`src/logic/core_regs_pkg.sv`:
```
// package: register selectors, field layout, opcodes and states of the core
`default_nettype none
package core_regs_pkg;
  // register selectors used by the decoder
  localparam logic [4:0] SEL_HOST_CTRL = 5'h00;
  localparam logic [4:0] SEL_OUT_WORD = 5'h01;
  localparam logic [4:0] SEL_BD_DATA = 5'h02;
  localparam logic [4:0] SEL_DAC_OO = 5'h03;
  localparam logic [4:0] SEL_DAC_PO = 5'h04;
  localparam logic [4:0] SEL_DAC_OP = 5'h05;
  localparam logic [4:0] SEL_DAC_PP = 5'h06;
  localparam logic [4:0] SEL_DAC_SHARED = 5'h07;
  localparam logic [4:0] SEL_BD_ADDR = 5'h08;
  localparam logic [4:0] SEL_IRQ_MIRROR = 5'h09;
  localparam logic [4:0] SEL_EXCHANGE = 5'h0A;
  localparam logic [4:0] SEL_RAM_OFS = 5'h0B;
  localparam logic [4:0] SEL_GEN0 = 5'h10;
  localparam logic [4:0] SEL_MASK_SRC = 5'h15;
  localparam logic [4:0] SEL_PROD_HIGH = 5'h16;
  localparam logic [4:0] SEL_PROD_LOW = 5'h17;
  localparam logic [4:0] SEL_COND = 5'h18;
  // condition word bit positions
  localparam int B_SHIFT_OUT = 15;
  localparam int B_SIGN_ACC = 14;
  localparam int B_CARRY = 13;
  localparam int B_LIMIT_HI = 12;
  localparam int B_LIMIT_LO = 11;
  localparam int B_MASK_ZERO = 10;
  localparam int B_MASK_ONES = 9;
  localparam int B_PROD_HI_NZ = 8;
  localparam int B_PROD_LO_NZ = 7;
  localparam int B_SUM_ZERO = 6;
  localparam int B_SUM_NEG = 5;
  localparam int B_UNS_UNDER = 4;
  localparam int B_UNS_OVER = 3;
  localparam int B_SGN_UNDER = 2;
  localparam int B_SGN_OVER = 1;
  localparam int B_OP_DONE = 0;
  localparam logic [1:0] LIMIT_SIGNED = 2'h1;
  localparam logic [1:0] LIMIT_UNSIGNED = 2'h3;
  localparam logic [15:0] SAT_SMAX = 16'h7FFF;
  localparam logic [15:0] SAT_SMIN = 16'h8000;
  localparam logic [15:0] SAT_UMAX = 16'hFFFF;
  localparam logic [15:0] SAT_UMIN = 16'h0000;
  localparam logic [15:0] RESET_WORD = 16'h0000;
  localparam logic [4:0] MUL_CYCLES = 5'h10;
  localparam logic [5:0] RAM_ADDR_MASK = 6'h3F;
  typedef enum logic [3:0] {
    OP_NONE = 4'h0, OP_ADD = 4'h1, OP_SUB = 4'h2, OP_AND = 4'h3,
    OP_OR = 4'h4, OP_XOR = 4'h5, OP_NOT = 4'h6, OP_SHL = 4'h7,
    OP_SHR = 4'h8, OP_SHL32 = 4'h9, OP_SHR32 = 4'hA, OP_MUL = 4'hB,
    OP_TOINT = 4'hC, OP_TOINT_RST = 4'hD
  } alu_op_e;
  typedef enum logic [0:0] {ST_IDLE = 1'b0, ST_MUL = 1'b1} alu_state_e;
  typedef struct packed {
    alu_op_e op;
    logic [2:0] dst;
    logic [2:0] src_a;
    logic [2:0] src_b;
  } alu_req_s;
  typedef struct packed {
    logic wr;
    logic [4:0] sel;
    logic [15:0] data;
  } reg_wr_s;
endpackage
`default_nettype wire

```
`src/logic/core_regs_alu.sv`:
```
// core register set with ALU condition logic and DAC routing
`default_nettype none
module core_regs_alu
  import core_regs_pkg::*;
(
  input wire logic clk_i,
  input wire logic reset_i,
  input wire logic core_id_i,
  input wire logic channel_id_i,
  input wire logic split_status_i,
  input wire logic host_wr_i,
  input wire logic [15:0] host_wdata_i,
  input wire logic [15:0] core0_interrupt_flags_i,
  input wire logic [15:0] core1_interrupt_flags_i,
  input wire logic [15:0] exchange_in_i,
  input wire logic [1:0] exchange_route_i,
  input wire logic exchange_route_wr_i,
  input wire logic bit_set_i,
  input wire logic [2:0] bit_index_i,
  input wire logic bit_value_i,
  input wire logic [15:0] backdoor_rx_i,
  input wire logic backdoor_rx_valid_i,
  input wire logic ofs_wr_i,
  input wire logic [5:0] ofs_value_i,
  input wire logic [5:0] ram_addr_i,
  input wire logic ofs_sel_i,
  input wire reg_wr_s reg_wr_i,
  input wire logic [4:0] rd_sel_i,
  input wire logic alu_req_i,
  input wire alu_req_s alu_cmd_i,
  output logic [15:0] host_control_o,
  output logic [15:0] core_output_o,
  output logic [15:0] rd_data_o,
  output logic [15:0] backdoor_data_o,
  output logic [7:0] backdoor_address_o,
  output logic [13:0] current_dac_a_o,
  output logic [13:0] current_dac_b_o,
  output logic [13:0] current_dac_c_o,
  output logic [13:0] current_dac_d_o,
  output logic [11:0] shared_high_neg_dac_o,
  output logic [15:0] exchange_out_o,
  output logic [1:0] exchange_route_o,
  output logic [5:0] ram_addr_o,
  output logic [15:0] alu_condition_o
);
  logic [15:0] host_control_word_q;
  logic [15:0] core_output_word_q;
  logic [15:0] backdoor_data_q;
  logic [7:0] backdoor_address_q;
  logic [13:0] dac_rel_q [4];
  logic [11:0] shared_high_neg_dac_q;
  logic [15:0] interrupt_status_mirror_q;
  logic [15:0] core_exchange_word_q;
  logic [1:0] exchange_route_q;
  logic [5:0] data_ram_offset_q;
  logic [5:0] ram_addr_q;
  logic [15:0] gen_q [8];
  logic [15:0] cond_q;
  logic [15:0] rd_data_q;
  logic [13:0] dac_phys_q [4];
  alu_state_e state_q;
  logic [4:0] mul_cnt_q;
  logic [31:0] mul_acc_q;
  logic [15:0] mul_mcand_q;
  logic [15:0] mul_mplier_q;
  logic wr_en;
  logic alu_go;
  logic [15:0] op_a, op_b;
  logic [16:0] sum_ext;
  logic [15:0] sum_wrap, sum_out;
  logic sgn_over, sgn_under, uns_over, uns_under, carry;
  logic [15:0] mask_res;
  logic [31:0] pair, pair_sh;
  logic [15:0] one_sh;
  logic shift_bit;

  assign wr_en = reg_wr_i.wr;
  assign alu_go = alu_req_i && cond_q[B_OP_DONE];

  // physical index for relative slot j
  function automatic logic [1:0] dac_map(input logic core,
                                         input logic ch,
                                         input logic [1:0] j);
    dac_map = j ^ {ch, core};
  endfunction

  always_ff @(posedge clk_i or posedge reset_i) begin
    if (reset_i) begin
      host_control_word_q <= RESET_WORD;
    end else begin
      if (host_wr_i) begin
        host_control_word_q[7:0] <= host_wdata_i[7:0];
        if (!split_status_i) begin
          host_control_word_q[15:8] <= host_wdata_i[15:8];
        end
      end
      if (split_status_i && bit_set_i) begin
        host_control_word_q[{1'b1, bit_index_i}] <= bit_value_i;
      end
    end
  end

  always_ff @(posedge clk_i or posedge reset_i) begin
    if (reset_i) begin
      core_output_word_q <= RESET_WORD;
      backdoor_address_q <= 8'h00;
      shared_high_neg_dac_q <= 12'h000;
      data_ram_offset_q <= 6'h00;
      exchange_route_q <= 2'h0;
    end else begin
      if (wr_en && reg_wr_i.sel == SEL_OUT_WORD) begin
        core_output_word_q <= reg_wr_i.data;
      end
      if (wr_en && reg_wr_i.sel == SEL_BD_ADDR) begin
        backdoor_address_q <= reg_wr_i.data[7:0];
      end
      if (wr_en && reg_wr_i.sel == SEL_DAC_SHARED) begin
        shared_high_neg_dac_q <= reg_wr_i.data[11:0];
      end
      if (ofs_wr_i) begin
        data_ram_offset_q <= ofs_value_i;
      end
      if (exchange_route_wr_i) begin
        exchange_route_q <= exchange_route_i;
      end
    end
  end

  // a received word overrides a same-cycle core write
  always_ff @(posedge clk_i or posedge reset_i) begin
    if (reset_i) begin
      backdoor_data_q <= RESET_WORD;
    end else if (backdoor_rx_valid_i) begin
      backdoor_data_q <= backdoor_rx_i;
    end else if (wr_en && reg_wr_i.sel == SEL_BD_DATA) begin
      backdoor_data_q <= reg_wr_i.data;
    end
  end

  always_ff @(posedge clk_i or posedge reset_i) begin
    if (reset_i) begin
      core_exchange_word_q <= RESET_WORD;
    end else if (wr_en && reg_wr_i.sel == SEL_EXCHANGE) begin
      core_exchange_word_q <= reg_wr_i.data;
    end else begin
      core_exchange_word_q <= exchange_in_i;
    end
  end

  always_ff @(posedge clk_i or posedge reset_i) begin
    if (reset_i) begin
      interrupt_status_mirror_q <= RESET_WORD;
      ram_addr_q <= 6'h00;
    end else begin
      interrupt_status_mirror_q <= core_id_i ? core1_interrupt_flags_i
                                             : core0_interrupt_flags_i;
      ram_addr_q <= ofs_sel_i ? (ram_addr_i + data_ram_offset_q) &
                                RAM_ADDR_MASK : ram_addr_i;
    end
  end

  genvar gj;
  generate
    for (gj = 0; gj < 4; gj++) begin : g_dac
      always_ff @(posedge clk_i or posedge reset_i) begin
        if (reset_i) begin
          dac_rel_q[gj] <= 14'h0000;
        end else if (wr_en && reg_wr_i.sel == SEL_DAC_OO + 5'(gj)) begin
          dac_rel_q[gj] <= reg_wr_i.data[13:0];
        end
      end
      always_ff @(posedge clk_i or posedge reset_i) begin
        if (reset_i) begin
          dac_phys_q[gj] <= 14'h0000;
        end else begin
          dac_phys_q[gj] <= dac_rel_q[dac_map(core_id_i, channel_id_i,
                                              2'(gj))];
        end
      end
    end
  endgenerate

  // alu datapath
  always_comb begin
    op_a = gen_q[alu_cmd_i.src_a];
    op_b = gen_q[alu_cmd_i.src_b];
    if (alu_cmd_i.op == OP_SUB) begin
      sum_ext = {1'b0, op_a} - {1'b0, op_b};
      uns_under = sum_ext[16];
      uns_over = 1'b0;
      sgn_over = !op_a[15] && op_b[15] && sum_ext[15];
      sgn_under = op_a[15] && !op_b[15] && !sum_ext[15];
    end else begin
      sum_ext = {1'b0, op_a} + {1'b0, op_b};
      uns_under = 1'b0;
      uns_over = sum_ext[16];
      sgn_over = !op_a[15] && !op_b[15] && sum_ext[15];
      sgn_under = op_a[15] && op_b[15] && !sum_ext[15];
    end
    carry = sum_ext[16];
    sum_wrap = sum_ext[15:0];
    case (cond_q[B_LIMIT_HI:B_LIMIT_LO])
      LIMIT_SIGNED: sum_out = sgn_over ? SAT_SMAX :
                              sgn_under ? SAT_SMIN : sum_wrap;
      LIMIT_UNSIGNED: sum_out = uns_over ? SAT_UMAX :
                                uns_under ? SAT_UMIN : sum_wrap;
      default: sum_out = sum_wrap;
    endcase
    case (alu_cmd_i.op)
      OP_AND: mask_res = op_a & gen_q[5];
      OP_OR: mask_res = op_a | gen_q[5];
      OP_XOR: mask_res = op_a ^ gen_q[5];
      default: mask_res = ~gen_q[5];
    endcase
    pair = {gen_q[6], gen_q[7]};
    if (alu_cmd_i.op == OP_SHL32) begin
      pair_sh = {pair[30:0], 1'b0};
      shift_bit = pair[31];
      one_sh = {op_a[14:0], 1'b0};
    end else if (alu_cmd_i.op == OP_SHR32) begin
      pair_sh = {1'b0, pair[31:1]};
      shift_bit = pair[0];
      one_sh = {1'b0, op_a[15:1]};
    end else if (alu_cmd_i.op == OP_SHL) begin
      pair_sh = pair;
      shift_bit = op_a[15];
      one_sh = {op_a[14:0], 1'b0};
    end else begin
      pair_sh = pair;
      shift_bit = op_a[0];
      one_sh = {1'b0, op_a[15:1]};
    end
  end

  // multiply runs one bit per cycle; other ops finish at once
  always_ff @(posedge clk_i or posedge reset_i) begin
    if (reset_i) begin
      state_q <= ST_IDLE;
      mul_cnt_q <= 5'h00;
      mul_acc_q <= 32'h0000_0000;
      mul_mcand_q <= RESET_WORD;
      mul_mplier_q <= RESET_WORD;
    end else begin
      case (state_q)
        ST_IDLE: begin
          if (alu_go && alu_cmd_i.op == OP_MUL) begin
            state_q <= ST_MUL;
            mul_cnt_q <= MUL_CYCLES;
            mul_acc_q <= 32'h0000_0000;
            mul_mcand_q <= op_a;
            mul_mplier_q <= op_b;
          end
        end
        ST_MUL: begin
          mul_acc_q <= {mul_acc_q[30:0], 1'b0} +
                       (mul_mplier_q[15] ? {16'h0000, mul_mcand_q}
                                         : 32'h0000_0000);
          mul_mplier_q <= {mul_mplier_q[14:0], 1'b0};
          mul_cnt_q <= mul_cnt_q - 5'h01;
          if (mul_cnt_q == 5'h01) begin
            state_q <= ST_IDLE;
          end
        end
        default: state_q <= ST_IDLE;
      endcase
    end
  end

  logic [31:0] mul_final;
  assign mul_final = {mul_acc_q[30:0], 1'b0} +
                     (mul_mplier_q[15] ? {16'h0000, mul_mcand_q}
                                       : 32'h0000_0000);
  logic mul_end;
  assign mul_end = (state_q == ST_MUL) && (mul_cnt_q == 5'h01);

  always_ff @(posedge clk_i or posedge reset_i) begin
    if (reset_i) begin
      for (int i = 0; i < 8; i++) begin
        gen_q[i] <= RESET_WORD;
      end
    end else if (mul_end) begin
      gen_q[6] <= mul_final[31:16];
      gen_q[7] <= mul_final[15:0];
    end else if (alu_go) begin
      case (alu_cmd_i.op)
        OP_ADD, OP_SUB: gen_q[alu_cmd_i.dst] <= sum_out;
        OP_AND, OP_OR, OP_XOR, OP_NOT: gen_q[alu_cmd_i.dst] <= mask_res;
        OP_SHL, OP_SHR: gen_q[alu_cmd_i.dst] <= one_sh;
        OP_SHL32, OP_SHR32: begin
          gen_q[6] <= pair_sh[31:16];
          gen_q[7] <= pair_sh[15:0];
        end
        OP_TOINT, OP_TOINT_RST: gen_q[alu_cmd_i.dst] <=
          op_a[15] ? 16'(-op_a) : op_a;
        default: ;
      endcase
    end else if (wr_en && reg_wr_i.sel[4:3] == SEL_GEN0[4:3]) begin
      gen_q[reg_wr_i.sel[2:0]] <= reg_wr_i.data;
    end
  end

  // condition word; each class touches only its own flags, except the 32-bit shifts, which also set the product flags
  always_ff @(posedge clk_i or posedge reset_i) begin
    if (reset_i) begin
      cond_q <= 16'h0001;
    end else begin
      cond_q[B_OP_DONE] <= !(alu_go && alu_cmd_i.op == OP_MUL) &&
                           !(state_q == ST_MUL && !mul_end);
      if (wr_en && reg_wr_i.sel == SEL_COND) begin
        cond_q[15:1] <= reg_wr_i.data[15:1];
      end
      if (mul_end) begin
        cond_q[B_PROD_HI_NZ] <= |mul_final[31:16];
        cond_q[B_PROD_LO_NZ] <= |mul_final[15:0];
      end else if (alu_go) begin
        case (alu_cmd_i.op)
          OP_ADD, OP_SUB: begin
            cond_q[B_CARRY] <= carry;
            cond_q[B_SUM_ZERO] <= sum_out == 16'h0000;
            cond_q[B_SUM_NEG] <= sum_out[15];
            cond_q[B_UNS_UNDER] <= uns_under;
            cond_q[B_UNS_OVER] <= uns_over;
            cond_q[B_SGN_UNDER] <= sgn_under;
            cond_q[B_SGN_OVER] <= sgn_over;
          end
          OP_AND, OP_OR, OP_XOR, OP_NOT: begin
            cond_q[B_MASK_ZERO] <= mask_res == 16'h0000;
            cond_q[B_MASK_ONES] <= mask_res == 16'hFFFF;
          end
          OP_SHL, OP_SHR: cond_q[B_SHIFT_OUT] <= shift_bit;
          OP_SHL32, OP_SHR32: begin
            cond_q[B_SHIFT_OUT] <= shift_bit;
            cond_q[B_PROD_HI_NZ] <= |pair_sh[31:16];
            cond_q[B_PROD_LO_NZ] <= |pair_sh[15:0];
          end
          OP_TOINT:
            cond_q[B_SIGN_ACC] <= cond_q[B_SIGN_ACC] ^ op_a[15];
          OP_TOINT_RST: cond_q[B_SIGN_ACC] <= op_a[15];
          default: ;
        endcase
      end
    end
  end

  always_ff @(posedge clk_i or posedge reset_i) begin
    if (reset_i) begin
      rd_data_q <= RESET_WORD;
    end else begin
      case (rd_sel_i)
        SEL_HOST_CTRL: rd_data_q <= host_control_word_q;
        SEL_OUT_WORD: rd_data_q <= core_output_word_q;
        SEL_BD_DATA: rd_data_q <= backdoor_data_q;
        SEL_DAC_OO: rd_data_q <= {2'h0, dac_rel_q[0]};
        SEL_DAC_PO: rd_data_q <= {2'h0, dac_rel_q[1]};
        SEL_DAC_OP: rd_data_q <= {2'h0, dac_rel_q[2]};
        SEL_DAC_PP: rd_data_q <= {2'h0, dac_rel_q[3]};
        SEL_DAC_SHARED: rd_data_q <= {4'h0, shared_high_neg_dac_q};
        SEL_BD_ADDR: rd_data_q <= {8'h00, backdoor_address_q};
        SEL_IRQ_MIRROR: rd_data_q <= interrupt_status_mirror_q;
        SEL_EXCHANGE: rd_data_q <= core_exchange_word_q;
        SEL_RAM_OFS: rd_data_q <= {10'h000, data_ram_offset_q};
        SEL_COND: rd_data_q <= cond_q;
        default: rd_data_q <= rd_sel_i[4:3] == SEL_GEN0[4:3] ?
                              gen_q[rd_sel_i[2:0]] : RESET_WORD;
      endcase
    end
  end

  assign host_control_o = host_control_word_q;
  assign core_output_o = core_output_word_q;
  assign rd_data_o = rd_data_q;
  assign backdoor_data_o = backdoor_data_q;
  assign backdoor_address_o = backdoor_address_q;
  assign current_dac_a_o = dac_phys_q[0];
  assign current_dac_b_o = dac_phys_q[1];
  assign current_dac_c_o = dac_phys_q[2];
  assign current_dac_d_o = dac_phys_q[3];
  assign shared_high_neg_dac_o = shared_high_neg_dac_q;
  assign exchange_out_o = core_exchange_word_q;
  assign exchange_route_o = exchange_route_q;
  assign ram_addr_o = ram_addr_q;
  assign alu_condition_o = cond_q;

  a_busy_ignores: assert property (@(posedge clk_i) disable iff (reset_i)
    !cond_q[B_OP_DONE] && !(wr_en && reg_wr_i.sel == SEL_GEN0)
    |=> $stable(gen_q[0]))
    else $error("request taken while busy");
  a_mul_busy_len: assert property (@(posedge clk_i) disable iff (reset_i)
    $rose(state_q == ST_MUL) |-> !cond_q[B_OP_DONE] [*8])
    else $error("done flag rose early");
  a_mirror_track: assert property (@(posedge clk_i) disable iff (reset_i)
    !reset_i && !core_id_i |=> interrupt_status_mirror_q ==
    $past(core0_interrupt_flags_i))
    else $error("mirror lost track");
  a_low_byte_ro: assert property (@(posedge clk_i) disable iff (reset_i)
    !host_wr_i |=> $stable(host_control_word_q[7:0]))
    else $error("low byte changed without host");
  a_sat_signed: assert property (@(posedge clk_i) disable iff (reset_i)
    alu_go && !mul_end && cond_q[B_LIMIT_HI:B_LIMIT_LO] == LIMIT_SIGNED &&
    (alu_cmd_i.op == OP_ADD || alu_cmd_i.op == OP_SUB) &&
    (sgn_over || sgn_under)
    |=> gen_q[$past(alu_cmd_i.dst)] ==
    ($past(sgn_over) ? SAT_SMAX : SAT_SMIN) &&
    cond_q[B_SGN_OVER] == $past(sgn_over))
    else $error("signed saturation missing");
  a_carry_flag: assert property (@(posedge clk_i) disable iff (reset_i)
    alu_go && alu_cmd_i.op == OP_ADD && !mul_end
    |=> cond_q[B_CARRY] ==
    $past({1'b0, op_a} + {1'b0, op_b} > 17'h0FFFF))
    else $error("carry flag wrong");
  a_mask_keep: assert property (@(posedge clk_i) disable iff (reset_i)
    alu_go && alu_cmd_i.op == OP_ADD && !mul_end &&
    !(wr_en && reg_wr_i.sel == SEL_COND)
    |=> $stable(cond_q[B_MASK_ZERO]))
    else $error("mask flag disturbed");
  a_ofs_add: assert property (@(posedge clk_i) disable iff (reset_i)
    ofs_sel_i |=> ram_addr_q ==
    6'($past(ram_addr_i) + $past(data_ram_offset_q)))
    else $error("offset not applied");
endmodule
`default_nettype wire

```
`config.mk`:
```
export PLATFORM = sky130hd
export DESIGN_NAME = core_regs_alu
export DESIGN_NICKNAME = d
export VERILOG_FILES = /design/src/logic/core_regs_pkg.sv /design/src/logic/core_regs_alu.sv
export SDC_FILE = /design/constraint.sdc
export NUM_CORES = 2
export LEC_CHECK = 0
export ABC_AREA = 1
export BUFFER_PORTS_ARGS = -buffer_cell sky130_fd_sc_hd__buf_2
export CELL_PAD_IN_SITES_DETAIL_PLACEMENT = 1
export CELL_PAD_IN_SITES_GLOBAL_PLACEMENT = 2
export CORE_MARGIN = 4
export CORE_UTILIZATION = 34
export CTS_CLUSTER_DIAMETER = 200
export DETAILED_ROUTE_END_ITERATION = 7
export HOLD_SLACK_MARGIN = 0.15
export PLACE_DENSITY_LB_ADDON = 0.1
export SLEW_MARGIN = 40
export SYNTH_ARGS = -nofsm -noshare
export SYNTH_HDL_FRONTEND = slang
export SYNTH_SLANG_ARGS = --single-unit
```
`constraint.sdc`:
```
create_clock -name clk_i -period 16.2 [get_ports clk_i]
set_clock_uncertainty 0.15 [all_clocks]
set_input_delay 1.62 -clock clk_i [delete_from_list [all_inputs] [get_ports clk_i]]
set_output_delay 1.62 -clock clk_i [all_outputs]
set_load 0.005 [all_outputs]
```
## Yosys cells after proc, flatten, opt, wreduce, memory -nomap -nowiden

Cells that the tools add are included.

| storage, ports and cells | value |
|---|---|
| register bits | 455 |
| input port bits | 150 |
| output and inout bits | 180 |
| logic and storage cells | 261 |

| cells by class | value |
|---|---|
| add/sub/neg operators | 6 |
| $lt $le $gt $ge | 13 |
| equal/unequal tests | 44 |
| mux-type cells | 91 |
| bitwise logic cells | 19 |
| reductions and logical operators | 54 |

Operators by type and width:

| operator | count |
|---|---|
| $bwmux 128 | 5 |
| $mux 16 | 25 |
| $pmux 96 s4 | 1 |
| $mux 128 | 2 |
| $pmux 16 s13 | 1 |
| $pmux 32 s5 | 1 |
| $bmux 16 s3 | 3 |
| $bmux 14 s2 | 4 |
| $mux 14 | 8 |
| $demux 16 s3 | 2 |
| $mux 32 | 3 |
| $pmux 16 s2 | 2 |
| $reduce_or 16->1 | 4 |
| $pmux 31 s2 | 1 |
| $pmux 16 s3 | 1 |
| $eq 5x3->1 const B | 8 |
| $add 32x16->32 | 1 |
| $logic_not 16->1 | 2 |
| $mux 31 | 1 |
| $eq 5x4->1 const B | 6 |
| $logic_and 1x1->1 | 28 |
| $eq 4x4->1 const B | 6 |
| $eq 5x2->1 const B | 4 |
| $ge 4x4->1 const B | 5 |
| other kinds (50) | 103 |

## Depth between registers and ports, before layout

| depth | value |
|---|---|
| depth in word-level cells | 15 |
| depth in mapped cells | 33 |
| depth with buffers taken out | 29 |

## Worst setup path before layout

No wires, ideal clock.

| timing path | value |
|---|---|
| path type | in2reg |
| start | input port alu_cmd_i[1] (netlist name) |
| end | register cond_q[6], in the netlist alu_condition_o[6] |
| setup time | 0.066 ns |
| arrival time | 4.677 ns |
| path slack | 11.308 ns |
| stages | 30 |
| path through | clkbuf_1 > inv_1 > clkbuf_1 > a21oi_1 > o21ai_0 > nand2_1 > inv_1 > o21ai_0 > inv_1 > ha_1 > nor2_1 > nand2_1 > nand2_1 > nand2_1 > nand2_1 > nand2_1 > nand2_1 > nand2_1 > nand3_1 > nand2_2 > nor2_2 > buf_4 > nand2_2 > nand2_1 > nand2_1 > nor2_1 > nand2_1 > nor2_1 > nand2_1 > nand2_1 |

| between the ends | value |
|---|---|
| word-level cells in the longest chain between the ends | 15 |
| elaborated cells on any way between the ends | 31 |
| classes of those cells | add/sub (2); mux (16); bitwise (1); reduce/logical (12) |

Ends and longest elaborated chain:

| item | line | text |
|---|---|---|
| from (decl) | core_regs_alu.sv:30 | `input wire alu_req_s alu_cmd_i,` |
| $not 3->4 (not written as such) (*) | core_regs_alu.sv:186 | `op_b = gen_q[alu_cmd_i.src_b];` |
| $bmux 16 s3 (*) | core_regs_alu.sv:186 |  |
| $mux 16 (not written as such) (*) (2 in series) | core_regs_alu.sv:186 |  |
| $add 16x16->17 (tied with other cells) | core_regs_alu.sv:194 | `sum_ext = {1'b0, op_a} + {1'b0, op_b};` |
| $logic_not 1->1 (tied with other cells) | core_regs_alu.sv:198 | `sgn_under = op_a[15] && op_b[15] && !sum_ext[15];` |
| $logic_and 1x1->1, on equally long branches | core_regs_alu.sv:198, core_regs_alu.sv:192 |  |
| $mux 1 | core_regs_alu.sv:187 | `if (alu_cmd_i.op == OP_SUB) begin` |
| $mux 16 | core_regs_alu.sv:204 | `sgn_under ? SAT_SMIN : sum_wrap;` |
| $mux 16 | core_regs_alu.sv:203 | `LIMIT_SIGNED: sum_out = sgn_over ? SAT_SMAX :` |
| $pmux 16 s2 (*) | core_regs_alu.sv:202 | `case (cond_q[B_LIMIT_HI:B_LIMIT_LO])` |
| $logic_not 16->1 (*) | core_regs_alu.sv:319 | `cond_q[B_SUM_ZERO] <= sum_out == 16'h0000;` |
| $mux 6 (*) | core_regs_alu.sv:316 | `case (alu_cmd_i.op)` |
| $mux 10 (*) | core_regs_alu.sv:315 | `end else if (alu_go) begin` |
| $mux 6 (*) | core_regs_alu.sv:312 | `if (mul_end) begin` |
| to (signal, indexed assignment) | core_regs_alu.sv:313 | `cond_q[B_PROD_HI_NZ] <= \|mul_final[31:16];` |
| to (signal, indexed assignment) | core_regs_alu.sv:314 | `cond_q[B_PROD_LO_NZ] <= \|mul_final[15:0];` |
| to (signal, indexed assignment) | core_regs_alu.sv:320 | `cond_q[B_SUM_NEG] <= sum_out[15];` |
| to (decl) | core_regs_alu.sv:58 | `logic [15:0] cond_q;` |

Mark *: on every way between the ends. The rest lies on a longest branch, timed or not. The select of a mux whose other input is x is not followed.
A chain may end at the register's enable or synchronous reset.

## Worst setup path after layout

Same ends and word-level chain as after synthesis.

==> out/summary.txt <==
status - completed
first-pass GRT wire length - 289 mm
CTS hold repair buffers - 0
initial antenna violation count - 19
vias post-DR - 40,000
DIE AREA - 105,000 um^2
CP max stage delay - 0.72 ns
Final Hold Viols - 0
CTS max path bufs - 3
Synth Instances - 5,118
share of cells above drive strength 1 - 13.9%
area of the multi-input gates - 19,700 um^2
non-filler cells in the finished layout - 6,683
relative slew slack - 36.9%
CTS clk-pin slew, worst paths - 0.07 ns
Std-Cell Rows - 115
Antenna Nets Post-Route - 0
drt pass-1 iters - 5
Netlist cell types - 64
number of synthesis warnings - 0
Starting Density - 34.4%
DR WL/cell - 30.8 um
Most common cell on crit path - nand2_1
total power - 6.57 mW
number of synthesized flops with an enable pin - 0
number of I/O port buffers - 329
Fmax - 138 MHz
fin crit share - 44.6%
#FFs+latches synth - 455
Cell Area, Synth - 34,000 um^2
kind of cell adding the most delay to the critical path - simple AND/OR/NAND/NOR gates
H-tree levels - 2
Setup CP Type - primary input to flop
fin util - 39.6%
CTS Root Cell - clkbuf_16
Iter 0 DRT Violations - 4,281
routability congestion estimate - 0.997
worst path required time - 16.64 ns
Slew @ Worst Pin - 0.937 ns
PwrDens - 168 nW/um^2
Sequential Area - 11,400 um^2
Most used DFF post-synth - dfrtp_1
DRC Markers - 0
# setup viols final - 0
largest net degree at the start of global routing - 117
WP buf/inv - 7
via density per instance - 5.99
Worst Path Max Fanout - 33
Sw Pwr - 3.41 mW
min Tclk post-route - 7.22 ns
post-layout net count - 5,583
Hold WC Path Type - flop to flop
final setup TNS - 0 ns
Die X - 324 um
Leakage - 19.2 nW
CP max stage cell - o21ai_0
CP arrival - 7.66 ns
Sequential Power Share - 28.6%
cell total after placement - 6,567
DRT Wirelength - 206 mm
Worst Setup Start Kind - primary input
Worst VDD drop - 0.104 mV
Logic pwr share - 49.9%
post-synthesis sequential area ratio - 33.5%
switch share - 51.9%
Synth-to-Final Area Change - 15.0%
io pins - 330
RSZ-0062 raised after global routing - no
fill count - 12,800
Die Span Y - 324 um
Final HPWL DP - 158 mm
GRT Overall Usage - 38.1%
Core Area - 98,900 um^2
Internal Pwr Total - 3.16 mW
Placed Area - 37,000 um^2
vias in the first global route - 38,500
global route overflow - 0
Final Max Slew Viols - 0
# Max-Cap Violations - 0
critical path capture point type - flop
# clock sinks - 455
CTS tree - yes
Finished Cell Area - 39,100 um^2
part of the power in the clock network - 21.5%
syn_nets - 5,362
Clk Latency, worst-skew pair - 0.69 ns
ys async rst share - 100%
CTS Buf Count - 57
Post-CTS Setup Bufs - 0
post-cts sizing count - 0
synthesized area per cell - 6.64 um^2
[metrics by stage]
stage | hold WS [ns] | setup slack (ns)
2_1_floorplan | 0.300 | 1.75
3_3_place_gp | 0.316 | 8.69
3_5_place_dp | 0.326 | 8.65
4_1_cts | 0.340 | 9.35
5_1_grt | 0.368 | 8.76
6_report | 0.338 | 8.98
[path summary, 6_finish.rpt]
path | startpoint | to | slack [ns] | cells past startpoint
min in group asynchronous | reset_i | ram_addr_o[1] | 0.87 | 2
worst max register to register | gen_q[30] | alu_condition_o[6] | 10.57 | 23
worst min register to register | dac_rel_q[53] | dac_rel_q[53] | 0.34 | 2
max in group asynchronous | reset_i | current_dac_d_o[0] | 13.16 | 4
worst min-delay path | dac_rel_q[53] | dac_rel_q[53] | 0.34 | 2
worst max-delay path | alu_cmd_i[1] | alu_condition_o[6] | 8.98 | 31
[cells in the final DEF (no fill, tap or decap), drive strengths merged, types with 9 or more instances in the layout]
cell     count
clkbuf      77
dfrtp      454
nand3      344
ha          90
mux2        28
inv        528
buf        419
nand2     1457
o21ai      605
o211ai      54
nor4        14
a22o        14
a22oi       18
nor3        35
a211oi      15
o221ai      17
o2111ai     24
nor2       474
o22ai      105
nand4       35
a221oi      37
diode       11
o21bai       9
xor2        25
or2         16
clkinv      19
o311ai      25
a21oi      394
[cells in the mapped netlist (all sizes together), types with 3 or more instances]
library cell  instances  area, um^2
a21oi               394        2030
xnor2                 8        70.1
o22ai               105         701
o211ai               54         419
o21bai                9        67.6
o31ai                 3        22.5
mux2                 28         315
nand4                35         219
a221oi               37         362
nor3                 35         196
nor2                474        1900
clkinv                6        22.5
nand2              1457        5540
xor2                 25         219
fa                    4        80.1
or2                  16         100
o21a                  4        30.0
buf                  89         541
a22o                 14         123
clkbuf              168         631
a22oi                18         135
dfrtp               454       11400
ha                   90        1130
o221ai               17         149
o21ai               605        3080
o2111ai              24         210
inv                 527        1980
a31oi                 4        25.0
and2                  3        18.8
a211oi               15         118
o311ai               25         219
nand3               344        1780
nor4                 14        87.6
[state kept, by name (all words and copies together), names as in the netlist]
register                   flops
current_dac_d_o               14
mul_cnt_q                      5
mul_mcand_q                   16
state_q                        1
backdoor_data_o               16
rd_data_o                     16
dac_rel_q                     56
current_dac_b_o               14
alu_condition_o               16
core_output_o                 16
shared_high_neg_dac_o         12
exchange_route_o               2
current_dac_a_o               14
host_control_o                16
ram_addr_o                     6
interrupt_status_mirror_q     16
gen_q                        128
exchange_out_o                16
mul_acc_q                     31
data_ram_offset_q              6
backdoor_address_o             8
mul_mplier_q                  16
current_dac_c_o               14
[worst min-delay path: stages, from the launching register on]
cell and delay, ns:
dfrtp_1 0.34, nand2_1 0.05, o21ai_0 0.06
[kinds of logic after synthesis]
logic type / after synthesis / share of synthesized area [%]
flops: 455 / 33.5
mux: 29 / 0.957
compound gates: 1334 / 22.8
simple gates: 2383 / 29.1
xor+xnor: 33 / 0.850
fa+ha+maj: 94 / 3.55
buf+inv: 790 / 9.33
[final cells by class]
type | instances | share of cell area [%]
tap | 1287 | 4.12
clock buffer | 77 | 4.25
sequential | 455 | 29.1
clock inverter | 28 | 0.915
multi-input combinational | 3873 | 50.3
antenna | 11 | 0.0704
timing repair buffer | 419 | 6.01
inverter | 533 | 5.17
[per-layer routing]
| metal | vias up | track usage, % | share of wire (%) |
|---|---|---|---|
| met5 | - | 0 | 0.036 |
| met3 | 557 | 6.96 | 8.3 |
| li1 | 17500 | - | - |
| met4 | 10 | 23.4 | 7.4 |
| met2 | 2077 | 59.1 | 44 |
| met1 | 19800 | 49.2 | 41 |
[power groups by stage]
stage	Combinational [mW]	Sequential (mW)	Clock (mW)
after global placement	3.14	1.87	0
final	3.28	1.88	1.41
after floorplan	1.89	1.69	0
after detailed placement	3.18	1.88	0
after global routing	3.51	1.90	1.47
after CTS	3.19	1.86	1.43
Power figures use the tool's default switching activity.
